===== src/rtl/pmc_cfg.svh =====
`ifndef PMC_CFG_SVH
`define PMC_CFG_SVH
`define PMC_OFF_SYSCLK 4'h0
`define PMC_OFF_FOSC 4'h4
`define PMC_OFF_STATUS 4'h8
`define PMC_OFF_WAKE 4'hC
`define PMC_SEL_HI 7
`define PMC_SEL_LO 5
`define PMC_FHID_BIT 1
`define PMC_FSID_BIT 0
`define PMC_FEN_BIT 0
`define PMC_FSTB_BIT 1
`define PMC_PDF_BIT 0
`define PMC_TO_BIT 1
`define PMC_SEL_SUB 3'h7
`define PMC_SEL_RST 3'h0
`define PMC_FEN_RST 1'b1
`define PMC_WAKE_RST 8'h00
`define PMC_SWITCH_PERIODS 3'h4
`define PMC_IRQ_NUM 4
`define PMC_PA_NUM 8
`endif


===== src/rtl/pmc_pkg.sv =====
package pmc_pkg;
   typedef enum logic [1:0] {
      M_RUN = 2'b00,
      M_SWITCH = 2'b01,
      M_STANDBY = 2'b10,
      M_WAKE = 2'b11
   } mode_t;

   typedef struct packed {
      logic fast_clk;
      logic slow_clk;
      logic fast_ready;
      logic slow_ready;
      logic [7:0] porta;
   } pins_t;

   typedef struct packed {
      logic [5:0] cnt;
   } div_state_t;

   typedef struct packed {
      mode_t mode;
      logic [2:0] sel;
      logic [2:0] cur;
      logic [2:0] cnt;
      logic fhid;
      logic fsid;
      logic fen;
      logic frun;
      logic fstable;
      logic powerdown_flag;
      logic to;
      logic [7:0] wake_en;
      logic [7:0] pa_prev;
      logic [3:0] irq_block;
      logic fast_prev;
      logic sub_prev;
      logic w_wdt;
      logic w_vec;
      logic a_act;
      logic a_wr;
      logic a_hit;
      logic [3:0] a_off;
      logic [31:0] rdata;
      logic wdt_clr;
      logic resume;
      logic vector;
      logic pcsp;
   } pmc_state_t;
endpackage


===== src/rtl/pmc_sync.sv =====
module pmc_sync #(
   parameter int W = 12
) (
   input wire logic hclk,
   input wire logic hresetn,
   input wire logic [W-1:0] d,
   output logic [W-1:0] q
);
   typedef struct packed {
      logic [W-1:0] s1;
      logic [W-1:0] s2;
   } sync_state_t;

   sync_state_t s;
   sync_state_t n;

   always_comb begin
      n.s1 = d;
      n.s2 = s.s1;
   end

   always_ff @(posedge hclk or negedge hresetn) begin
      if (!hresetn) begin
         s <= '0;
      end else begin
         s <= n;
      end
   end

   assign q = s.s2;
endmodule // pmc_sync


===== src/rtl/pmc_fast_divider.sv =====
module pmc_fast_divider import pmc_pkg::*; (
   input wire logic hclk,
   input wire logic hresetn,
   input wire logic fast_edge,
   output logic [6:0] div_tick
);
   div_state_t s;
   div_state_t n;

   always_comb begin
      n = s;
      if (fast_edge) begin
         n.cnt = s.cnt + 6'h01;
      end
   end

   // ratio 2^k fires on the edge that wraps the low k bits
   always_comb begin
      div_tick[0] = fast_edge;
      for (int k = 1; k < 7; k++) begin
         div_tick[k] = fast_edge & (&(s.cnt | ~(6'h3F >> (6 - k))));
      end
   end

   always_ff @(posedge hclk or negedge hresetn) begin
      if (!hresetn) begin
         s <= '0;
      end else begin
         s <= n;
      end
   end
endmodule // pmc_fast_divider


===== src/rtl/power_mode_controller.sv =====
// Our own choices: the placing of the registers and the AHB-Lite slave port.
`include "pmc_cfg.svh"

module power_mode_controller import pmc_pkg::*; (
   input wire logic hclk,
   input wire logic hresetn,
   input wire logic hsel,
   input wire logic [31:0] haddr,
   input wire logic [1:0] htrans,
   input wire logic hwrite,
   input wire logic [2:0] hsize,
   input wire logic [31:0] hwdata,
   input wire logic hready,
   output logic hreadyout,
   output logic [31:0] hrdata,
   output logic hresp,
   input wire pins_t pins,
   input wire logic halt_req,
   input wire logic clr_wdt,
   input wire logic wdt_enable,
   input wire logic wdt_overflow,
   input wire logic [3:0] irq_req,
   input wire logic [3:0] irq_enable,
   input wire logic stack_full,
   output logic fast_osc_run,
   output logic slow_osc_run,
   output logic sys_tick,
   output logic cpu_tick,
   output logic fast_tick,
   output logic sub_tick,
   output logic cpu_run,
   output logic hold_state,
   output logic wdt_clear,
   output logic wdt_run,
   output logic resume_next,
   output logic irq_vector,
   output logic pc_sp_reset
);
   pmc_state_t s;
   pmc_state_t n;
   pins_t pin_s;
   logic [6:0] div_tick;
   logic fast_edge;
   logic sub_edge;
   logic standby;
   logic cur_tick;
   logic xfer;
   logic wake_pa;
   logic [3:0] irq_new;
   logic [31:0] rd_val;

   function automatic logic src_tick(input logic [2:0] src, input logic [6:0] div,
                                     input logic sub);
      if (src == `PMC_SEL_SUB) begin
         return sub;
      end
      return div[src];
   endfunction

   function automatic logic src_ok(input logic [2:0] src, input logic slow_rdy,
                                   input logic fast_stb);
      return (src == `PMC_SEL_SUB) ? slow_rdy : fast_stb;
   endfunction

   function automatic logic src_kept(input logic [2:0] src, input logic fh,
                                     input logic fs);
      return (src == `PMC_SEL_SUB) ? fs : fh;
   endfunction

   pmc_sync #(
      .W(12)
   ) u_sync (
      .hclk(hclk),
      .hresetn(hresetn),
      .d(pins),
      .q(pin_s)
   );

   assign fast_edge = pin_s.fast_clk & ~s.fast_prev;
   assign sub_edge = pin_s.slow_clk & ~s.sub_prev;

   pmc_fast_divider u_div (
      .hclk(hclk),
      .hresetn(hresetn),
      .fast_edge(fast_edge),
      .div_tick(div_tick)
   );

   assign standby = (s.mode == M_STANDBY) || (s.mode == M_WAKE);
   assign cur_tick = src_tick(s.cur, div_tick, sub_edge);
   assign xfer = hsel & htrans[1] & hready;
   // pin wake: falling edge on an enabled pin
   assign wake_pa = |(s.wake_en & s.pa_prev & ~pin_s.porta);
   assign irq_new = irq_req & ~s.irq_block;

   always_comb begin
      rd_val = 32'h0000_0000;
      case (s.a_off)
         `PMC_OFF_SYSCLK: begin
            rd_val[`PMC_SEL_HI:`PMC_SEL_LO] = s.sel;
            rd_val[`PMC_FHID_BIT] = s.fhid;
            rd_val[`PMC_FSID_BIT] = s.fsid;
         end
         `PMC_OFF_FOSC: begin
            rd_val[`PMC_FEN_BIT] = s.fen;
            rd_val[`PMC_FSTB_BIT] = s.fstable;
         end
         `PMC_OFF_STATUS: begin
            rd_val[`PMC_PDF_BIT] = s.powerdown_flag;
            rd_val[`PMC_TO_BIT] = s.to;
            rd_val[3:2] = s.mode;
            rd_val[6:4] = s.cur;
         end
         `PMC_OFF_WAKE: begin
            rd_val[7:0] = s.wake_en;
         end
         default: begin
            rd_val = 32'h0000_0000;
         end
      endcase
      if (!s.a_hit) begin
         rd_val = 32'h0000_0000;
      end
   end

   always_comb begin
      n = s;
      n.wdt_clr = 1'b0;
      n.resume = 1'b0;
      n.vector = 1'b0;
      n.pcsp = 1'b0;
      n.fast_prev = pin_s.fast_clk;
      n.sub_prev = pin_s.slow_clk;
      n.pa_prev = pin_s.porta;

      // bus address phase is taken here, data phase acts next cycle
      n.a_act = xfer;
      n.a_wr = hwrite;
      n.a_hit = (haddr[31:4] == 28'h0000000);
      n.a_off = {haddr[3:2], 2'b00};
      if (s.a_act && s.a_wr && s.a_hit) begin
         case (s.a_off)
            `PMC_OFF_SYSCLK: begin
               n.sel = hwdata[`PMC_SEL_HI:`PMC_SEL_LO];
               n.fhid = hwdata[`PMC_FHID_BIT];
               n.fsid = hwdata[`PMC_FSID_BIT];
            end
            `PMC_OFF_FOSC: begin
               n.fen = hwdata[`PMC_FEN_BIT];
            end
            `PMC_OFF_WAKE: begin
               n.wake_en = hwdata[7:0];
            end
            default: begin
            end
         endcase
      end
      if (s.a_act && !s.a_wr) begin
         n.a_act = 1'b0;
         n.rdata = rd_val;
      end

      // stable flag drops while stopped or just restarted
      n.frun = fast_osc_run;
      n.fstable = fast_osc_run & s.frun & (s.fstable | pin_s.fast_ready);

      if (clr_wdt) begin
         n.powerdown_flag = 1'b0;
      end

      case (s.mode)
         M_RUN: begin
            if (halt_req) begin
               n.mode = M_STANDBY;
               n.powerdown_flag = 1'b1;
               n.to = 1'b0;
               n.wdt_clr = 1'b1;
               n.irq_block = irq_req;
            end else if (s.sel != s.cur) begin
               n.mode = M_SWITCH;
               n.cnt = 3'h0;
            end
         end
         M_SWITCH: begin
            // old source drives the system until the commit
            if (s.cnt != `PMC_SWITCH_PERIODS) begin
               if (cur_tick) begin
                  n.cnt = s.cnt + 3'h1;
               end
            end else if (s.sel == s.cur) begin
               n.mode = M_RUN;
            end else if (src_ok(s.sel, pin_s.slow_ready, s.fstable)
                         && src_tick(s.sel, div_tick, sub_edge)) begin
               n.cur = s.sel;
               n.mode = M_RUN;
            end
         end
         M_STANDBY: begin
            if (wdt_overflow) begin
               n.to = 1'b1;
               n.w_wdt = 1'b1;
               n.w_vec = 1'b0;
               n.mode = M_WAKE;
            end else if (wake_pa || (|irq_new)) begin
               n.w_wdt = 1'b0;
               n.w_vec = (|(irq_new & irq_enable)) & ~stack_full;
               n.mode = M_WAKE;
            end
         end
         M_WAKE: begin
            if (src_ok(s.cur, pin_s.slow_ready, s.fstable)) begin
               n.mode = M_RUN;
               n.pcsp = s.w_wdt;
               n.vector = s.w_vec;
               n.resume = ~s.w_wdt & ~s.w_vec;
            end
         end
         default: begin
            n.mode = M_RUN;
         end
      endcase
   end

   always_ff @(posedge hclk or negedge hresetn) begin
      if (!hresetn) begin
         s <= '0;
         s.mode <= M_RUN;
         s.sel <= `PMC_SEL_RST;
         s.cur <= `PMC_SEL_RST;
         s.fen <= `PMC_FEN_RST;
         s.wake_en <= `PMC_WAKE_RST;
      end else begin
         s <= n;
      end
   end

   // oscillator gating per standby kind; wake wait restarts the slow oscillator, and the fast one if fen is set
   always_comb begin
      if (s.mode == M_STANDBY) begin
         fast_osc_run = s.fhid;
         slow_osc_run = s.fsid | wdt_enable;
      end else begin
         fast_osc_run = s.fen;
         slow_osc_run = 1'b1;
      end
   end

   // whole source pulses only; gating never splits one
   assign sys_tick = cur_tick & src_ok(s.cur, pin_s.slow_ready, s.fstable)
                     & (~standby | src_kept(s.cur, s.fhid, s.fsid));
   assign cpu_run = ~standby;
   assign cpu_tick = sys_tick & cpu_run;
   assign fast_tick = fast_edge & s.fstable;
   assign sub_tick = sub_edge & (~standby | s.fsid);
   assign hold_state = standby;
   assign wdt_clear = s.wdt_clr;
   assign wdt_run = wdt_enable;
   assign resume_next = s.resume;
   assign irq_vector = s.vector;
   assign pc_sp_reset = s.pcsp;

   assign hreadyout = ~(s.a_act & ~s.a_wr);
   assign hrdata = s.rdata;
   assign hresp = 1'b0;
endmodule // power_mode_controller


===== config.mk =====
export PLATFORM = sky130hd
export DESIGN_NAME = power_mode_controller
export DESIGN_NICKNAME = d
export VERILOG_FILES = /design/src/rtl/pmc_pkg.sv /design/src/rtl/pmc_sync.sv /design/src/rtl/pmc_fast_divider.sv /design/src/rtl/power_mode_controller.sv
export VERILOG_INCLUDE_DIRS = /design/src /design/src/rtl
export SDC_FILE = /design/constraint.sdc
export NUM_CORES = 1
export LEC_CHECK = 0
export BUFFER_PORTS_ARGS = -buffer_cell sky130_fd_sc_hd__buf_4
export CAP_MARGIN = 40
export CORE_MARGIN = 10
export CORE_UTILIZATION = 45
export DETAILED_ROUTE_END_ITERATION = 10
export GPL_TIMING_DRIVEN = 0
export PLACE_DENSITY_LB_ADDON = 0.3
export SLEW_MARGIN = 20
export SYNTH_ARGS = -nofsm -noshare
export SYNTH_HDL_FRONTEND = slang
export SYNTH_SLANG_ARGS = --single-unit

===== constraint.sdc =====
create_clock -name hclk -period 5.8 [get_ports hclk]
set_input_delay 0.58 -clock hclk [delete_from_list [all_inputs] [get_ports hclk]]
set_output_delay 0.58 -clock hclk [all_outputs]
set_load 0.02 [all_outputs]

==> After elaboration in Yosys (flattened, before gate mapping) <==
Index checks and enable logic that the tools add are counted.
{ "op_classes": {"reduce_logical": 30, "div": 0, "n_mux": 52, "bitwise": 40, "add_sub_neg": 2, "order_cmp": 2, "mul": 0, "n_eq_ne": 22, "shifts": 0} }
{ "ops": {"columns": ["operator", "n"], "rows": [
  ["logical NOT 28 bit", 1],
  ["two-way mux 1 bit", 25],
  ["two-way mux 2 bit", 11],
  ["AND 1 bit", 20],
  ["two-way mux 3 bit", 6],
  ["AND 8 bit", 2],
  ["case mux 2 bit (4 select lines)", 2],
  ["AND reduction 5 bit", 3],
  ["!= test 2 bit, second input constant", 7],
  ["!= test 3 bit, second input constant", 4],
  ["case mux 3 bit (2 select lines)", 2],
  ["AND reduction 2 bit", 6],
  ["inverter 1 bit", 10],
  ["AND 4 bit", 2],
  ["== test 2 bit, second input constant", 4],
  ["less-than comparator 3 x 4 -> 1 bit, second input constant", 2],
  ["two-way mux 8 bit", 1],
  ["inverter 8 bit", 1],
  ["AND reduction 4 bit", 2],
  ["OR reduction 4 bit", 2],
  ["OR reduction 8 bit", 1],
  ["adder 6 x 1 -> 6 bit, second input constant", 1],
  ["binary-select mux 1 bit (select 3 bit)", 2],
  ["== test 3 bit, second input constant", 2],
  ["other kinds (17)", 29]
]} }
{ "word_totals": {"out_inout_bits": 47, "word_cells": 178, "latch_bits": 0, "mem_bits_rw": 0, "regBits": 113, "memories": 0, "mem_bits_ro": 0} }

==> Longest topological paths before layout <==
Gate-level depths: netlist of run 1.
{ "depth": {"depth_word": 14, "mapped_depth": 9, "depth_no_buf": 9} }

==> Hierarchy <==
A second synthesis of run 1 with hierarchy kept.
{ "unflattened": {"hier_cells": 338, "area_unflattened_um2": 4006.3} }
{ "modules_own_cells": {"columns": ["module", "area_per_inst_um2", "cells_each", "seq_area_each_um2", "n_inst"], "rows": [
  ["power_mode_controller", 3061.7, 287, 1477.7, 1],
  ["pmc_sync", 600.6, 24, 600.6, 1],
  ["pmc_fast_divider", 344.1, 27, 150.1, 1]
]} }

==> Least setup slack after synthesis of run 1 <==
Ideal clock, no wire load.
{ "synth_timing": {"path_type": "register -> output", "from": "register u_div.s[0] in the netlist's numbering", "to": "output port sys_tick", "stages_incl_launch_ff": 10, "setup_slack_ps": 3304, "arrival_time_ps": 1916, "t_required_ps": 5220, "n_path_buf": 0, "cell_sequence": "dfrtp_1 > ha_1 > nand3_1 > inv_1 > ha_1 > mux2_4 > o221a_4 > a32oi_4 > or2_1 > a21oi_1"} }
{ "synth_between": {"elab_chain_len": 7, "elab_cells_between_ends": 16, "cone_classes": "mux: 3; bitwise: 8; reduce/logical: 5"} }
{ "synth_rtl": {"columns": ["item", "line_no", "text"], "rows": [
  ["from (decl)", "pmc_fast_divider.sv:7", "div_state_t s;"],
  ["from (signal assigned)", "pmc_fast_divider.sv:29", "s <= n;"],
  ["AND reduction 6 bit (tied with other cells)", "pmc_fast_divider.sv:21", "div_tick[k] = fast_edge & (&(s.cnt | ~(6'h3F >> (6 - k))));"],
  ["AND 1 bit", "pmc_fast_divider.sv:21", null],
  ["binary-select mux 1 bit (select 3 bit) (*)", "power_mode_controller.sv:57", "return div[src];"],
  ["two-way mux 1 bit (implied by the code) (*)", "power_mode_controller.sv:57", null],
  ["two-way mux 1 bit (*)", "power_mode_controller.sv:57", null],
  ["AND 1 bit (*)", "power_mode_controller.sv:249", "assign sys_tick = cur_tick & src_ok(s.cur, pin_s.slow_ready, s.fstable)"],
  ["AND 1 bit (*)", "power_mode_controller.sv:250", "& (~standby | src_kept(s.cur, s.fhid, s.fsid));"],
  ["to (decl)", "power_mode_controller.sv:27", "output logic sys_tick,"]
]} }
Mark *: on every way between the ends. The rest lies on a longest branch, timed or not. The select of a mux whose other input is x is not followed.

==> Worst setup path after layout of run 1 <==
Ends and elaborated chain as after synthesis.

==> summary.md, run 1 <==
| Metric | Value |
|---|---|
| DRT antenna net count | `0` |
| DR DRC count | `0` |
| Synth area leader | `dfrtp_1` |
| Clock period minus final worst setup slack | `3.21 ns` |
| Placed inst area | `4870 um2` |
| Top-count cell post-synth | `dfrtp_1` |
| Synth unique cells | `52` |
| Routed Wire Length | `8.95 mm` |
| Pwr Total | `1.51 mW` |
| Final setup TNS | `0 ns` |
| RePlAce Congestion | `0.803` |
| Outcome | `finished, final reports clean` |
| Most used cell, CP | `ha_1` |
| Syn Std Cell Area | `3950 um2` |
| Synth top area share | `55.8%` |
| Power per standard cell area | `299 nW/um2` |
| CTS HTree Levels | `3` |
| Core outline area | `8640 um2` |
| Final period util | `55.3%` |
| Sequential-to-total area share from yosys stat | `56.5%` |
| Max cap viols | `0` |
| Die height | `114 um` |
| GRT Residual Overflow | `0` |
| Post-CTS resize count | `0` |
| Slew of the pin with the lowest slew margin | `0.554 ns` |
| RSZ-0062 raised after global routing | `no` |
| Worst-path cell chain | `ha_1 > nand3_1 > inv_1 > ha_1 > mux2_4 > o221a_4 > a32oi_4 > or2_1 > a21oi_1 > buf_4` |
| Worst flop-to-flop path endpoint | `s[75]` |
| Main flop type after synthesis | `dfrtp_1` |
| Crit path max fanout | `5` |
| Worst slew margin | `63.0%` |
| Initial Utilization | `45.7%` |
| Chip Width | `114 um` |
| Antenna diodes | `0` |
| DRT iter0 DRCs | `93` |
| Num CTS Buffers | `9` |
| Vias in the first global route | `2974` |
| Design area | `5050 um2` |
| Clk buf depth | `2` |
| Hold Crit Class | `in -> async` |
| Hold Buf Count CTS | `0` |
| # fillers | `778` |
| Fmax | `0.312 GHz` |
| Worst EP required | `5.22 ns` |
| Largest net degree at the start of global routing | `46` |
| # IOs | `146` |
| Worst Setup SP | `u_div.s[0]` |
| Worst reg-to-reg setup slack | `3.57 ns` |
| Synth Area per Inst | `11.9 um2` |
| Setup WS post-layout | `2.59 ns` |
| Initial antenna violation count | `0` |
| Final Hold Fails | `0` |
| Avg Vias per Cell | `4.83` |
| Worst-Skew Late Latency | `0.35 ns` |
| TritonCTS clock tree | `yes` |
| Launching point of the worst reg2reg path | `u_div.s[0]` |
| Nets | `567` |
| FF+latch count, synth | `89` |
| IO buf count | `90` |
| Top cells by instance count after synthesis | `dfrtp_1 (88), buf_4 (35), nand2_1 (27)` |
| CTS root buf | `clkbuf_8` |
| Crit end category | `output pin` |
| Kind of critical path | `reg -> out` |
| Drt first pass iters | `4` |
| Post-CTS setup buffers | `0` |
| Clock Sinks | `89` |
| Crit path to | `sys_tick` |
| Slowest CP cell | `dfrtp_1` |
| Post-Syn Instances | `333` |
| EDFF count, synth | `0` |
| Worst EP arrival | `2.63 ns` |
| Row count | `34` |
| Layout area overhead | `28.0%` |
| Vias after detailed routing | `2761` |
| Die area | `12900 um2` |
| Tot GR Track Use | `14.0%` |
| Worst reg-to-reg path cell count | `9` |
| Fraction of registers with async set/reset | `100%` |
| Layout cells sized above 1 | `37.9%` |
| Worst VDD drop | `0.181 mV` |
| Largest cells by area after synthesis | `dfrtp_1 (56%), buf_4 (6.7%), mux2_2 (6.6%)` |
| Pre-CTS WS | `2.98 ns` |
| Critical Path Start Type | `flip-flop` |
| Final setup violation count | `0` |
| Dpl hpwl | `7.10 mm` |
| Max Transition Viols Final | `0` |
| Syn. warnings | `0` |
| First-pass GRT wire length | `14.6 mm` |
| Per-cell routed wire length | `15.6 um` |
| LEAKAGE | `2.50 nW` |
| Worst-path clk slew | `0.09 ns` |
| Worst path max stage delay | `0.45 ns` |
| Skew final | `0.00975 ns` |
==> routing by layer <==
layer	part of all wire (%)	track usage (%)	up-vias
li1	-	-	1355
met1	40	16.0	1355
met2	56	25.3	44
met3	3.3	3.15	7
met4	0.93	4.57	0
met5	0	0	-
==> registers in the layout, indices dropped and copies added (netlist names) <==
register     flops
hrdata           8
pc_sp_reset      1
u_div.s          6
irq_vector       1
wdt_clear        1
resume_next      1
u_sync.n        12
u_sync.q        12
s               47
==> critical path: cells and delay by family (launching register included) <==
kind | cells | cell delay, ns
and+or+nand+nor | 2 | 0.30
AOI/OAI and AO/OA | 3 | 0.52
muxes | 1 | 0.26
buffers and inverters | 2 | 0.25
DFF | 1 | 0.45
adders and majority gates | 2 | 0.49
==> placed cells by master, fill, tap and decap left out, types with 4 or more instances in the layout <==
cell type and instances:
o211ai_1 4, ha_1 9, a22oi_1 4, conb_1 25
nand4_1 4, a21oi_1 6, buf_4 125, nor4_1 7
nand3_1 11, mux2_2 23, or3_1 4, inv_1 19
xnor2_1 4, nor2b_1 4, nand2b_1 5, nor2_1 8
clkbuf_8 11, clkbuf_1 6, nand2_1 27, dfrtp_1 88
buf_2 4, o21ai_0 9, o22ai_1 4
==> per-stage QoR <==
stage	instances	hold slack, ns	util (%)
floorplan	357	0.284	-
global placement	555	0.333	56.1
detailed placement	556	0.337	56.4
CTS	572	0.229	58.5
global route	572	0.253	58.5
finish	572	0.219	58.5
==> worst min path at each step <==
| stage | startpoint | end | slack, ns |
|---|---|---|---|
| after floorplan | hresetn | hrdata[0] | 0.28 |
| after global placement | u_sync.n[7] | u_sync.q[7] | 0.33 |
| after detailed placement | u_sync.n[8] | u_sync.q[8] | 0.34 |
| after CTS | hresetn | s[46] | 0.23 |
| after global routing | hresetn | s[46] | 0.25 |
| final | hresetn | s[46] | 0.22 |
==> power by group <==
| part | internal [mW] | switching, mW |
|---|---|---|
| clock network | 0.179 | 0.211 |
| logic | 0.172 | 0.189 |
| registers | 0.701 | 0.0609 |
| total | 1.05 | 0.461 |
==> final cells by class <==
class                           count  area [um2]  area share (%)
Clock buffer                       12         155            3.07
Tap cell                          108         135            2.68
Multi-Input combinational cell    204        1420            28.2
Inverter                           19        71.3            1.41
Clock inverter                      4        27.5           0.545
Sequential cell                    89        2230            44.1
Timing Repair Buffer               91         696            13.8
Buffer                             45         313            6.19
==> kinds of logic after synthesis <==
logic type | count (synthesis) | synth area share (%)
other | 1 | 0.0950
adders and majority gates | 9 | 2.85
xor gates and xnor gates | 6 | 1.33
DFF | 89 | 56.5
AOI/OAI and AO/OA | 48 | 9.48
buffers and inverters | 64 | 9.73
muxes | 30 | 8.56
and+or+nand+nor | 86 | 11.5
(Power assumes the default switching activity.)
==> inputs of run 2 (changes only) <==
==> constraint.sdc (replaced) <==
create_clock -name hclk -period 3.25 [get_ports hclk]
set_input_delay 0.325 -clock hclk [delete_from_list [all_inputs] [get_ports hclk]]
set_output_delay 0.325 -clock hclk [all_outputs]
set_load 0.02 [all_outputs]
==> run 2 against run 1 <==
Against the previous run: critical path depth unchanged; highest routed layer unchanged; sequential share of layout area decreased by 0.087 points; critical path type unchanged; core utilization increased by 0.12 points; wire length unchanged; sequential cell count unchanged; clock power increased by 78%; worst setup slack got worse by 2.3 ns; non-clock buffer count increased by 1; global-route usage unchanged; combinational power increased by 79%; sequential power increased by 78%.
==> summary.md, run 2 (synthesized netlist as in run 1, its figures left out) <==
| Metric | Value |
|---|---|
| Row count | `34 (unchanged)` |
| Dpl hpwl | `7.10 mm (unchanged)` |
| Slew of the pin with the lowest slew margin | `0.555 ns (+0.000999 ns)` |
| Clock power frac | `25.8% (about the same)` |
| Max reg flops | `47 (unchanged)` |
| Routed Wire Length | `8.95 mm (unchanged)` |
| Worst slew margin | `63.0% (-0.067 points)` |
| Logic gate share of total power | `23.9% (about the same)` |
| GRT Residual Overflow | `0 (unchanged)` |
| Register with the most flip-flops | `s` |
| Worst-Skew Late Latency | `0.35 ns (about the same)` |
| Final period util | `90.8%` |
| Worst VDD drop | `0.323 mV (+78%)` |
| Chip Width | `114 um (unchanged)` |
| DR DRC count | `0 (unchanged)` |
| LEAKAGE | `2.50 nW (+0.17%)` |
| Most common cell after layout, fill and taps aside | `buf_4` |
| Worst flop-to-flop path endpoint | `s[75]` |
| Pint | `1.88 mW (+79%)` |
| Vias after detailed routing | `2759 (-0.072%)` |
| Tot GR Track Use | `14.0% (unchanged)` |
| Antenna diodes | `0 (unchanged)` |
| Power per standard cell area | `533 nW/um2 (+78%)` |
| Num CTS Buffers | `9 (unchanged)` |
| P_sw | `0.822 mW (+78%)` |
| Sw Ratio | `30.5% (about the same)` |
| Clock period minus final worst setup slack | `2.95 ns` |
| Crit path to | `sys_tick` |
| CTS HTree Levels | `3 (unchanged)` |
| Nets | `568 (+0.18%)` |
| Launching point of the worst reg2reg path | `u_div.s[0]` |
| IO buf count | `90 (unchanged)` |
| Crit path max fanout | `5 (unchanged)` |
| Most frequent cells in the layout | `buf_4 (125), dfrtp_1 (88), nand2_1 (27)` |
| Hold Crit Class | `in -> reg` |
| Avg Vias per Cell | `4.82 (-0.25%)` |
| Max Transition Viols Final | `0 (unchanged)` |
| Placed inst area | `4870 um2 (unchanged)` |
| Critical Path Start Type | `flip-flop` |
| Per-cell routed wire length | `15.6 um (-0.17%)` |
| First-pass GRT wire length | `14.7 mm (about the same)` |
| Skew final | `0.00974 ns (-0.00000209 ns)` |
| Outcome | `finished, final reports clean` |
| Clock Sinks | `89 (unchanged)` |
| Core outline area | `8640 um2 (unchanged)` |
| RSZ-0062 raised after global routing | `no` |
| # IOs | `146 (unchanged)` |
| Final setup violation count | `0 (unchanged)` |
| Layout area overhead | `28.2%` |
| Flop pwr share | `50.4% (about the same)` |
| Worst Setup SP | `u_div.s[0]` |
| Max cap viols | `0 (unchanged)` |
| Worst reg-to-reg path cell count | `9 (unchanged)` |
| Vias in the first global route | `2977 (+0.10%)` |
| Worst-path clk slew | `0.09 ns (about the same)` |
| Drt first pass iters | `4 (unchanged)` |
| DRT antenna net count | `0 (unchanged)` |
| TritonCTS clock tree | `yes` |
| Initial Utilization | `45.7% (unchanged)` |
| Clk buf depth | `2 (unchanged)` |
| Die area | `12900 um2 (unchanged)` |
| Largest net degree at the start of global routing | `46 (unchanged)` |
| Worst EP arrival | `2.63 ns (about the same)` |
| DRT iter0 DRCs | `92 (-1.1%)` |
| Design area | `5060 um2 (+0.20%)` |
| Fmax | `0.339 GHz` |
| Layout cells sized above 1 | `37.8% (-0.082 points)` |
| Final setup TNS | `0 ns (unchanged)` |
| RePlAce Congestion | `0.803 (unchanged)` |
| Worst EP required | `2.92 ns (-2.30 ns)` |
| Worst reg-to-reg setup slack | `1.02 ns (-2.55 ns)` |
| Final Hold Fails | `0 (unchanged)` |
| CTS root buf | `clkbuf_8` |
| Crit end category | `output pin` |
| Kind of critical path | `reg -> out` |
| Die height | `114 um (unchanged)` |
| Initial antenna violation count | `0 (unchanged)` |
## run 2: worst min-delay path by stage
stage	from	cells after the start	slack (ns)	end
finish	pins[10]	1	0.08	u_sync.n[10]
global route	pins[11]	1	0.06	u_sync.n[11]
CTS	pins[11]	1	0.06	u_sync.n[11]
detailed placement	u_sync.n[8]	0	0.34	u_sync.q[8]
global placement	u_sync.n[7]	0	0.33	u_sync.q[7]
floorplan	hresetn	0	0.03	hrdata[0]
## run 2: repair_timing
item	4_1_cts	5_1_grt
gates resized for setup	0	0
hold buffers	1	0
hold endpoints to repair	44	0
buffers inserted	0	0
## run 2: worst max-delay path: stages (launching register included)
cell     delay [ns]
dfrtp_1        0.45
ha_1           0.28
nand3_1        0.14
inv_1          0.06
ha_1           0.21
mux2_4         0.26
o221a_4        0.25
a32oi_4        0.22
or2_1          0.16
a21oi_1        0.05
buf_4          0.19
## run 2: power groups by stage
stage | combinational, mW | sequential, mW | clock [mW]
after CTS | 0.651 | 1.36 | 0.706
after floorplan | 0.427 | 1.35 | 0
final | 0.644 | 1.36 | 0.695
after detailed placement | 0.646 | 1.38 | 0
after global routing | 0.710 | 1.38 | 0.761
after global placement | 0.623 | 1.37 | 0
## run 2: routing by layer
metal,GRT usage [%],part of all wire (%),vias up
li1,-,-,1357
met1,16.0,40,1351
met2,25.3,56,44
met3,3.20,3.3,7
met4,4.57,0.93,0
met5,0,0,-
## run 2: cell type report
type	instances	area, um2
buffer	45	313
clock buffer	12	155
clock inverter	4	27.5
fill	777	3580
inverter	19	71.3
multi-input combinational	204	1420
sequential	89	2230
tap	108	135
timing repair buffer	92	706
## run 2: stage by stage
step	power, mW	std cells	hold slack, ns	setup slack (ns)	utilization (%)
finish	2.70	573	0.0757	0.299	58.6
global route	2.85	573	0.0563	0.158	58.6
CTS	2.72	573	0.0631	0.280	58.6
detailed placement	2.03	556	0.337	0.681	56.4
global placement	2.00	555	0.333	0.671	56.1
floorplan	1.78	357	0.0294	1.01	-
==> inputs of run 3 (changes only) <==
--- a/config.mk
+++ b/config.mk
@@ -6,6 +6,7 @@
 export SDC_FILE = /design/constraint.sdc
 export NUM_CORES = 1
 export LEC_CHECK = 0
+export ABC_AREA = 1
 export BUFFER_PORTS_ARGS = -buffer_cell sky130_fd_sc_hd__buf_4
 export CAP_MARGIN = 40
 export CORE_MARGIN = 10
==> run 3 against run 2 <==
Against the previous run: design area grew 3.5%; combinational power grew 9.0%; critical path depth grew 1; first-iteration DRC count is 100% higher; global-route usage is 0.35 points higher; clock power grew 5.9%; synthesized cell count rose by 31%; register-to-register slack improved by 0.38 ns; total power grew 2.7%; core utilization is 0.86 points higher; worst setup slack better by 0.42 ns; critical path type unchanged; via count up 17%.
==> summary.md, run 3 <==
| Metric | Value |
|---|---|
| Outcome | `finished, final reports clean` |
| Register with the most flip-flops | `s` |
| Clock power frac | `26.6% (+0.8 points)` |
| DR DRC count | `0 (unchanged)` |
| Num CTS Buffers | `9 (unchanged)` |
| Final setup TNS | `0 ns (unchanged)` |
| Final period util | `77.9% (-13 points)` |
| Fmax | `0.395 GHz (+17%)` |
| Worst EP arrival | `2.21 ns (-0.42 ns)` |
| DRT antenna net count | `0 (unchanged)` |
| Synth unique cells | `38 (-27%)` |
| CTS root buf | `clkbuf_8` |
| RePlAce Congestion | `0.832 (+3.6%)` |
| Clk buf depth | `2 (unchanged)` |
| Layout area overhead | `27.8%` |
| Clock period minus final worst setup slack | `2.53 ns (-0.419 ns)` |
| Fraction of registers with async set/reset | `100% (unchanged)` |
| Worst Hold Launch | `pins[4]` |
| Max Transition Viols Final | `0 (unchanged)` |
| Worst-Skew Late Latency | `0.37 ns (+0.02 ns)` |
| FF+latch count, synth | `89 (unchanged)` |
| Power per standard cell area | `529 nW/um2 (-0.73%)` |
| Top cells by instance count after synthesis | `nand2_1 (93), dfrtp_1 (88), inv_1 (40)` |
| Layout cells sized above 1 | `31.9% (-5.9 points)` |
| Design area | `5240 um2 (+3.5%)` |
| Worst VDD drop | `0.399 mV (+24%)` |
| Main flop type after synthesis | `dfrtp_1` |
| Syn. warnings | `0 (unchanged)` |
| Final setup violation count | `0 (unchanged)` |
| Syn Std Cell Area | `4100 um2 (+3.8%)` |
| Sw Ratio | `34.1% (+3.7 points)` |
| Worst flop-to-flop path endpoint | `s[77]` |
| GRT Residual Overflow | `0 (unchanged)` |
| Worst path max stage delay | `0.41 ns (-0.04 ns)` |
| Die area | `13300 um2 (+3.1%)` |
| LEAKAGE | `2.79 nW (+12%)` |
| Post-Syn Instances | `435 (+31%)` |
| Chip Width | `115 um (+1.6%)` |
| Nets | `670 (+18%)` |
| Initial antenna violation count | `0 (unchanged)` |
| CTS HTree Levels | `3 (unchanged)` |
| Final Hold Fails | `0 (unchanged)` |
| IO buf count | `90 (unchanged)` |
| Crit end category | `output pin` |
| Vias after detailed routing | `3216 (+17%)` |
| Slowest CP cell | `dfrtp_1` |
| Dpl hpwl | `7.54 mm (+6.2%)` |
| Pint | `1.83 mW (-2.7%)` |
| Initial Utilization | `46.5% (+0.82 points)` |
| Core outline area | `8810 um2 (+2.0%)` |
| # fillers | `750 (-3.5%)` |
| Clock Sinks | `89 (unchanged)` |
| WHS Endpoint | `u_sync.n[4]` |
| DRT iter0 DRCs | `186 (+100%)` |
| Antenna diodes | `0 (unchanged)` |
| Avg Vias per Cell | `4.76 (-1.1%)` |
| Crit path max fanout | `5 (unchanged)` |
| Drt first pass iters | `4 (unchanged)` |
| Top-count cell post-synth | `nand2_1` |
| Setup WS post-layout | `0.718 ns (+0.419 ns)` |
| Worst reg-to-reg setup slack | `1.40 ns (+0.38 ns)` |
| P_sw | `0.946 mW (+15%)` |
| Hold Crit Class | `in -> reg` |
| Row count | `34 (unchanged)` |
| Most common cell after layout, fill and taps aside | `buf_4` |
| Die height | `115 um (+1.6%)` |
| Largest cells by area after synthesis | `dfrtp_1 (54%), nand2_1 (8.5%), buf_4 (6.2%)` |
| First-pass GRT wire length | `15.3 mm (+4.4%)` |
| Tot GR Track Use | `14.4% (+0.35 points)` |
| Launching point of the worst reg2reg path | `u_div.s[1]` |
| Skew final | `0.0111 ns (+0.00136 ns)` |
| RSZ-0062 raised after global routing | `no` |
| Placed inst area | `5020 um2 (+3.2%)` |
| Max cap viols | `0 (unchanged)` |
| TritonCTS clock tree | `yes` |
| Flop pwr share | `48.1% (-2.3 points)` |
| Most used cell, CP | `ha_1` |
| EDFF count, synth | `0 (unchanged)` |
| Hold WS | `0.0591 ns (-0.0166 ns)` |
| Worst EP required | `2.92 ns (about the same)` |
| Kind of critical path | `reg -> out` |
| # IOs | `146 (unchanged)` |
| Worst-path cell chain | `ha_1 > nand3_1 > inv_1 > ha_1 > a21oi_1 > o21ai_0 > a21oi_2 > nor2_4 > nand2_1 > nor2_1 > buf_4` |
| Sequential-to-total area share from yosys stat | `54.4% (-2.1 points)` |
| Pwr Total | `2.77 mW (+2.7%)` |
| Max reg flops | `47 (unchanged)` |
| Pre-CTS WS | `1.11 ns (+0.427 ns)` |
| Most frequent cells in the layout | `buf_4 (124), nand2_1 (93), dfrtp_1 (88)` |
| Logic gate share of total power | `25.3% (+1.4 points)` |
| Post-CTS setup buffers | `0 (unchanged)` |
| Routed Wire Length | `9.38 mm (+4.8%)` |
| Worst reg-to-reg path cell count | `13 (+4)` |
| Largest net degree at the start of global routing | `56 (+22%)` |
| Critical Path Start Type | `flip-flop` |
| Synth Area per Inst | `9.42 um2 (-21%)` |
| Per-cell routed wire length | `13.9 um (-11%)` |
| Synth area leader | `dfrtp_1` |
| Synth top area share | `53.8% (-2.0 points)` |
| WHS Path Cells | `1 (unchanged)` |
| Vias in the first global route | `3151 (+5.8%)` |
| Worst-path clk slew | `0.09 ns (about the same)` |
-- run 3: cell count changes in the layout (fill, tap and decap cells not counted), moves of 5 or more --
cell,before,now
inv_1,19,40
inv_2,0,11
mux2_2,23,6
nand2_1,27,93
nand2_2,0,6
nand2b_1,5,0
nand3_1,11,21
nand3b_1,1,6
nand4_1,4,9
nor2_1,8,28
o21ai_0,9,25
o21ai_1,0,7
-- run 3: power by group through the flow --
stage	logic (mW)	clock network, mW	registers [mW]
6_report	0.702	0.736	1.33
3_3_place_gp	0.681	0	1.35
4_1_cts	0.710	0.762	1.33
3_5_place_dp	0.704	0	1.36
5_1_grt	0.795	0.804	1.35
2_1_floorplan	0.470	0	1.34
-- run 3: area by class of cell --
| type | count | area (um2) | area share (%) |
|---|---|---|---|
| Inverter | 52 | 198 | 3.78 |
| Tap cell | 108 | 135 | 2.58 |
| Clock buffer | 9 | 124 | 2.37 |
| Buffer | 40 | 288 | 5.50 |
| Multi-Input combinational cell | 278 | 1470 | 28.1 |
| Timing Repair Buffer | 92 | 713 | 13.6 |
| Clock inverter | 7 | 76.3 | 1.46 |
| Sequential cell | 89 | 2230 | 42.6 |
-- run 3: how the worst max path moves through the flow --
stage,to,slack (ns),depth (start not counted),startpoint
2_1_floorplan,cpu_tick,1.32,10,u_div.s[1]
3_3_place_gp,cpu_tick,1.13,11,u_div.s[1]
3_5_place_dp,cpu_tick,1.11,11,u_div.s[1]
4_1_cts,cpu_tick,0.69,11,u_div.s[1]
5_1_grt,cpu_tick,0.54,11,u_div.s[1]
6_report,cpu_tick,0.72,11,u_div.s[1]
-- run 3: cell families (layout without fill, tap and decap cells) --
family          count (synthesis)  after routing  share of synthesized area, %
compound gates                 52             52                          7.36
xor+xnor                        5              5                          1.07
fa+ha+maj                       9              9                          2.75
buf+inv                        92            200                          11.9
flops                          89             89                          54.4
mux                             6              6                          1.65
other cells                     1             25                        0.0915
simple gates                  181            181                          20.8
-- run 3: critical path, delay by kind of cell, from the launching register on --
kind / cells / cell delay, ns
adder cells (fa/ha/maj): 2 / 0.45
AO/OA/AOI/OAI: 3 / 0.42
flip-flops: 1 / 0.41
AND/OR/NAND/NOR: 4 / 0.35
buffers and inverters: 2 / 0.23
-- run 3: repair_timing --
action	in CTS	in global routing
endpoints found under the hold margin	34	0
resized for setup	0	0
hold buffers	1	0
-- run 3: layer usage --
layer  vias to the layer above  GRT usage [%]  wire [um]
li1                       1603              -          -
met1                      1506           17.9       4130
met2                       101           23.5       4520
met3                         6           4.60        661
met4                         0           4.14         65
met5                         -              0          0
-- run 3: through the flow --
| stage | instances | util, % |
|---|---|---|
| finish | 675 | 59.4 |
| global route | 675 | 59.4 |
| global placement | 657 | 56.7 |
| detailed placement | 658 | 57.1 |
| floorplan | 459 | - |
| CTS | 675 | 59.4 |
